## src/verilog/ovw_pkg.sv

```systemverilog
package ovw_pkg;
    // Register map and field widths
    localparam logic [15:0] OVW_THRESH_ADDR  = 16'hFE1A;
    localparam int          OVW_ADDR_W       = 16;
    localparam int          OVW_THRESH_W     = 8;
    localparam int          OVW_CMP_W        = 9;
    localparam int          OVW_ADC_W        = 12;
    localparam logic [7:0]  OVW_THRESH_RST   = 8'h00;
    localparam logic [7:0]  OVW_UNMAPPED_RD  = 8'h00;

    // Threshold scaling: 256 steps across 800 mV, 3.125 mV a step
    localparam int          OVW_STEPS        = 256;
    localparam int          OVW_SPAN_MV      = 800;
    localparam int          OVW_UV_W         = 20;
    localparam logic [19:0] OVW_STEP_UV      = 20'(OVW_SPAN_MV * 1000 / OVW_STEPS);

    // Lowest and highest codes software may program
    localparam logic [7:0]  OVW_THRESH_MIN   = 8'h03;
    localparam logic [7:0]  OVW_THRESH_MAX   = 8'hFA;

    // Debounce time and its length in core clock cycles
    localparam int          OVW_CLK_HZ       = 25_000_000;
    localparam int          OVW_DEBOUNCE_MS  = 100;
    localparam int          OVW_DEBOUNCE_CYC = OVW_DEBOUNCE_MS * (OVW_CLK_HZ / 1000);
    localparam int          OVW_CNT_W        = 22;

    // Debounce sequencer states
    typedef enum logic [1:0] {
        OVW_IDLE    = 2'b00,
        OVW_COUNT   = 2'b01,
        OVW_TRIPPED = 2'b10
    } ovw_state_t;
endpackage : ovw_pkg

```

## src/verilog/ovw_debounce.sv

```systemverilog
`timescale 1ns/10ps
module ovw_debounce #(
    parameter int unsigned DEBOUNCE_CYC = ovw_pkg::OVW_DEBOUNCE_CYC
) (
    input  wire logic core_clk,
    input  wire logic rst,
    input  wire logic trip,
    output logic      done_q
);
    import ovw_pkg::*;

    localparam logic [OVW_CNT_W-1:0] LIMIT_M1 = OVW_CNT_W'(DEBOUNCE_CYC - 1);
    localparam logic [OVW_CNT_W-1:0] CNT_ONE  = 22'h000001;

    ovw_state_t           state_q;
    ovw_state_t           state_d;
    logic [OVW_CNT_W-1:0] cnt_q;
    logic [OVW_CNT_W-1:0] cnt_d;
    logic                 done_d;

    // Count consecutive trip cycles; any gap starts the count over
    always_comb begin
        state_d = state_q;
        cnt_d   = cnt_q;
        done_d  = done_q;
        unique case (state_q)
            OVW_IDLE: begin
                if (trip) begin
                    cnt_d   = CNT_ONE;
                    state_d = OVW_COUNT;
                end
            end
            OVW_COUNT: begin
                if (!trip) begin
                    cnt_d   = '0;
                    state_d = OVW_IDLE;
                end else if (cnt_q == LIMIT_M1) begin
                    cnt_d   = '0;
                    done_d  = 1'b1;
                    state_d = OVW_TRIPPED;
                end else begin
                    cnt_d   = cnt_q + CNT_ONE;
                end
            end
            OVW_TRIPPED: begin
                if (!trip) begin
                    done_d  = 1'b0;
                    state_d = OVW_IDLE;
                end
            end
            default: begin
                cnt_d   = '0;
                done_d  = 1'b0;
                state_d = OVW_IDLE;
            end
        endcase
    end

    // State registers
    always_ff @(posedge core_clk) begin
        if (rst) begin
            state_q <= OVW_IDLE;
            cnt_q   <= '0;
            done_q  <= 1'b0;
        end else begin
            state_q <= state_d;
            cnt_q   <= cnt_d;
            done_q  <= done_d;
        end
    end
endmodule : ovw_debounce

```

## src/verilog/ovw_compare.sv

```systemverilog
`timescale 1ns/10ps
// How it works
// - The warning flag sets only after the trip condition has held unbroken for 100 ms.
// - The 9-bit threshold is the 8 programmed bits with a zero placed above them.
// - Only the nine top bits of the sensor ADC result are compared; lower bits are ignored.
// - A reading strictly below the 9-bit threshold is the trip condition.
// - Each threshold code is 3.125 mV, 256 codes spanning 0 mV to 796.875 mV.
// - All eight threshold bits are readable and writable; a read returns the stored value, not a write in the same cycle.
module ovw_compare #(
    parameter int unsigned DEBOUNCE_CYC = ovw_pkg::OVW_DEBOUNCE_CYC
) (
    input  wire logic                            core_clk,
    input  wire logic                            rst,
    input  wire logic [ovw_pkg::OVW_ADDR_W-1:0]  reg_addr,
    input  wire logic                            reg_wr_en,
    input  wire logic [ovw_pkg::OVW_THRESH_W-1:0] reg_wr_data,
    input  wire logic                            reg_rd_en,
    output logic      [ovw_pkg::OVW_THRESH_W-1:0] reg_rd_data_q,
    output logic                                 reg_rd_valid_q,
    input  wire logic [ovw_pkg::OVW_ADC_W-1:0]   adc_result,
    input  wire logic                            adc_valid,
    output logic                                 overtemp_warning_q,
    output logic      [ovw_pkg::OVW_UV_W-1:0]    threshold_uv_q
);
    import ovw_pkg::*;

    logic [OVW_THRESH_W-1:0] thresh_q;
    logic [OVW_THRESH_W-1:0] thresh_d;
    logic [OVW_THRESH_W-1:0] rd_data_d;
    logic                    rd_valid_d;
    logic [OVW_CMP_W-1:0]    reading_q;
    logic [OVW_CMP_W-1:0]    reading_d;
    logic [OVW_CMP_W-1:0]    thresh_ext;
    logic                    trip_q;
    logic                    trip_d;
    logic                    warn_d;
    logic [OVW_UV_W-1:0]     uv_d;
    logic                    deb_done;
    logic                    addr_hit;

    // Register port decode, write and read answer
    always_comb begin
        addr_hit   = (reg_addr == OVW_THRESH_ADDR);
        thresh_d   = thresh_q;
        rd_data_d  = reg_rd_data_q;
        rd_valid_d = 1'b0;
        if (reg_wr_en && addr_hit) begin
            thresh_d = reg_wr_data;
        end
        if (reg_rd_en) begin
            rd_valid_d = 1'b1;
            rd_data_d  = addr_hit ? thresh_q : OVW_UNMAPPED_RD;
        end
    end

    // Register state
    always_ff @(posedge core_clk) begin
        if (rst) begin
            thresh_q       <= OVW_THRESH_RST;
            reg_rd_data_q  <= '0;
            reg_rd_valid_q <= 1'b0;
        end else begin
            thresh_q       <= thresh_d;
            reg_rd_data_q  <= rd_data_d;
            reg_rd_valid_q <= rd_valid_d;
        end
    end

    // Sample capture, threshold extension, compare and scaling
    always_comb begin
        reading_d  = adc_valid ? adc_result[OVW_ADC_W-1 -: OVW_CMP_W] : reading_q;
        thresh_ext = {1'b0, thresh_q};
        trip_d     = (reading_q < thresh_ext);
        uv_d       = OVW_UV_W'({12'h000, thresh_q} * OVW_STEP_UV);
        warn_d     = deb_done;
    end

    // Datapath registers; reset loads an all-ones reading so nothing trips before the first sample
    always_ff @(posedge core_clk) begin
        if (rst) begin
            reading_q          <= '1;
            trip_q             <= 1'b0;
            threshold_uv_q     <= '0;
            overtemp_warning_q <= 1'b0;
        end else begin
            reading_q          <= reading_d;
            trip_q             <= trip_d;
            threshold_uv_q     <= uv_d;
            overtemp_warning_q <= warn_d;
        end
    end

    // Consecutive-trip debounce
    ovw_debounce #(
        .DEBOUNCE_CYC (DEBOUNCE_CYC)
    ) u_debounce (
        .core_clk (core_clk),
        .rst      (rst),
        .trip     (trip_q),
        .done_q   (deb_done)
    );

    // Checking helpers: run length of the trip condition, saturating
    localparam logic [OVW_CNT_W:0] RUN_FULL = (OVW_CNT_W+1)'(DEBOUNCE_CYC);
    localparam logic [OVW_CNT_W:0] RUN_ONE  = 23'h000001;
    logic [OVW_CNT_W:0] trip_run_q;
    logic [OVW_CNT_W:0] trip_run_d;

    // Next run length
    always_comb begin
        if (!trip_q) begin
            trip_run_d = '0;
        end else if (trip_run_q == RUN_FULL) begin
            trip_run_d = trip_run_q;
        end else begin
            trip_run_d = trip_run_q + RUN_ONE;
        end
    end

    // Run length register
    always_ff @(posedge core_clk) begin
        if (rst) begin
            trip_run_q <= '0;
        end else begin
            trip_run_q <= trip_run_d;
        end
    end
endmodule : ovw_compare

```

## config.mk

```make
export PLATFORM = sky130hd
export DESIGN_NAME = ovw_compare
export DESIGN_NICKNAME = d
export VERILOG_FILES = /design/src/verilog/ovw_pkg.sv /design/src/verilog/ovw_debounce.sv /design/src/verilog/ovw_compare.sv
export SDC_FILE = /design/constraint.sdc
export NUM_CORES = 1
export LEC_CHECK = 0
export BUFFER_PORTS_ARGS = -buffer_cell sky130_fd_sc_hd__buf_2
export CORE_MARGIN = 2
export CORE_UTILIZATION = 54
export CTS_BUF_LIST = sky130_fd_sc_hd__clkbuf_8
export CTS_CLUSTER_SIZE = 30
export DETAILED_ROUTE_END_ITERATION = 10
export PLACE_DENSITY_LB_ADDON = 0.25
export SLEW_MARGIN = 25
export SYNTH_ARGS = -nofsm -noshare
export SYNTH_HDL_FRONTEND = slang
export SYNTH_HIERARCHICAL = 1
export SYNTH_SLANG_ARGS = --single-unit
```

## constraint.sdc

```tcl
create_clock -name core_clk -period 4.6 [get_ports core_clk]
set_input_delay 0.46 -clock core_clk [delete_from_list [all_inputs] [get_ports core_clk]]
set_output_delay 0.46 -clock core_clk [all_outputs]
set_load 0.05 [all_outputs]
```

==> impl_metrics.toml <==
[placement]
port_buffers = 67
dp_worst_setup_slack_ns = 0.692
place_congestion = 0.841
dp_hpwl_um = 6840
place_inst = 660

[yosys]
yosysTopAreaCell = "dfxtp_1"
ys_async_sr_fraction_pct = 0
ys_seq_elements = 73
synth_edf_count = 0
synthFlopType = "dfxtp_1"
ys_types = 57
yosysSeqAreaShare_pct = 32.5
syn-num-nets = 621
synth_top_area_share_pct = 32.5
postSynthCellCount = 507
ys_warn_count = 6
avgSynthCellArea_sq_um = 8.88
synth_area_sq_um = 4500
synth_area_leaders = "dfxtp_1 32%, ha_1 17%, fa_1 5.3%, a21oi_1 3.6%, nand2_1 3.5%"

[final_layout]
syn_to_final_growth_pct = 14.1
drive_above_1_share_pct = 16.7
instances_no_fill = 675
n_antenna_cell = 0
fin_nets = 680

[floorplanning]
initial_utilization_pct = 55.3
ios = 71
die_y_um = 95.3
core_sq_um = 8130
die_w_um = 95.3
dieArea_sq_um = 9080
rows = 33

[global_route]
grt_usage_pct = 22.3
grt_pass1_vias = 3536
grt_overflow_total = 0
grt_pass1_wl_um = 16000
antenna_found_initial = 0
grt_max_degree = 68

[sta]
relSlewSlack_pct = 49.6
rsz0062_at_grt = "no"
finalSetupTns_ns = 0
finalSetupViolCount = 0
finalHoldViolCount = 0
post-route-period-util_pct = 85.4
setup_ws_ns = 0.672
fin_skew_ns = 0.00573
max_freq_mhz = 255
tightestPinTransition_ns = 0.756
final_max_slew_viol_count = 0
period_needed_ns = 3.93

[cts]
clk_path_buf_depth = 2
htree_levels = 3
hold_buffers = 0
cts_tree = "built"
postCtsSetupRepairBufs = 0
cts_buffers = 9
clk_pin_slew_ns = 0.08
cts_sinks = 73
post_cts_resized = 0
clock_latency_ns = 0.35
cts-root-buf = "clkbuf_8"

[power_and_ir_drop]
peakVddDrop_v = 0.000198
p_leak_nw = 2.43
p_per_area_nw_per_um2 = 255

[setup_path]
end_kind = "flop"
crit_top_cell = "ha_1"
path_delay_family = "adder cells"
cp.required_ns = 4.81
critPathArrivalTime_ns = 4.14
critPathMaxStageDelay_ns = 0.52
path_buf_inv = 2
crit_type = "reg -> reg"
start_kind = "flop"
cp_slowest_cell = "fa_1"
worstPathCellList = "ha_1 -> inv_1 -> fa_1 -> inv_1 -> fa_1 -> ha_1 -> ha_1 -> a21o_1 -> a221o_1 -> a211oi_4 -> o21ai_1 -> xnor2_1 -> nor2_1"
cp_max_fo = 7

[detailed_routing]
firstDrtPassIters = 4
wire_per_inst_um = 14.0
wl_um = 9420
vias_per_cell = 5.56
first_iter_violations = 187
num_vias = 3754
route.detailed.drc = 0
ant_nets = 0

[run_status]
status = "finished clean"

[run]
cap_viol_max_count = 0

[worst_hold_path]
hp-class = "in -> reg"
[worst paths after layout]
path	start	slack, ns	cells after the start	end
setup / recovery	thresh_q[5]	0.67	13	threshold_uv_q[16]
hold / removal	adc_result[11]	0.31	2	reading_q[8]
setup reg to reg	thresh_q[5]	0.67	13	threshold_uv_q[16]
hold reg to reg	reg_rd_data_q[6]	0.47	2	reg_rd_data_q[6]
[synthesized netlist by cell type (2+ instances only)]
master,instances
dfxtp_1,73
ha_1,61
nand2b_1,12
a221o_1,2
a31oi_1,8
nand2_1,42
xnor2_1,13
nor3b_1,3
buf_2,4
nor4b_1,8
clkbuf_1,12
nor2b_1,20
nor4_1,4
or2_2,3
fa_1,12
inv_1,28
and3_1,4
nor2_1,38
o21ai_1,8
and4_1,3
xor2_1,8
nor3_1,7
nand4_1,11
a21oi_1,32
buf_1,3
a21o_1,3
nand3_1,23
a211o_1,10
o21ai_0,23
and2_1,2
[state kept, by name, summed over array words and instances (netlist names)]
signal and cells:
overtemp_warning_q 1, reading_q 9, reg_rd_data_q 8, reg_rd_valid_q 1, thresh_q 8, threshold_uv_q 20, trip_q 1, u_debounce/cnt_q 22
u_debounce/done_q 1, u_debounce/state_q 2
[final cells by class]
class                           instances  area (sq um)
Inverter                               29           109
Tap cell                              105           131
Timing Repair Buffer                   68           343
Fill cell                             693          3000
Clock inverter                          5           104
Sequential cell                        73          1460
Multi-Input combinational cell        385          2850
Clock buffer                           10           138
[kinds of logic (layout without fill, tap and decap cells)]
family          after synthesis  in the layout  share of synthesized area [%]
simple gates                190            190                           22.7
fa+ha+maj                    73             73                           22.3
buf+inv                      49            112                           4.28
compound gates              101            101                           14.1
flops                        73             73                           32.5
xor+xnor                     21             21                           4.09
[report_power, final]
part           switching [mW]  total, mW  internal [mW]
logic                  0.0322     0.0575         0.0253
clock network           0.238      0.610          0.372
registers             0.00349      0.641          0.638
[layer usage]
layer,GRT usage (%),wire length (um),up-vias
met3,4.03,563,14
met4,8.09,151,0
li1,-,-,1908
met5,0,0,-
met2,35.7,4180,119
met1,30.1,4520,1713
[cells in the final DEF, fill, tap and decap left out, drive strengths merged, types with 11 or more instances in the layout]
cell and n:
a21oi 33, buf 68, dfxtp 73, fa 12, ha 61, inv 29, nand2 42, nand2b 12
nand3 23, nand4 11, nor2 39, nor2b 20, o21ai 31, xnor2 13
[per-stage QoR]
stage	power, mW	util, %	hold WS [ns]	instance area (sq um)
6_report	1.31	63.2	0.310	5140
5_1_grt	1.35	63.2	0.316	5140
4_1_cts	1.32	63.2	0.301	5140
3_5_place_dp	0.714	60.2	0.457	4900
3_3_place_gp	0.712	60.1	0.452	4890
2_1_floorplan	0.689	-	0.446	4500
(Power assumes the default switching activity.)
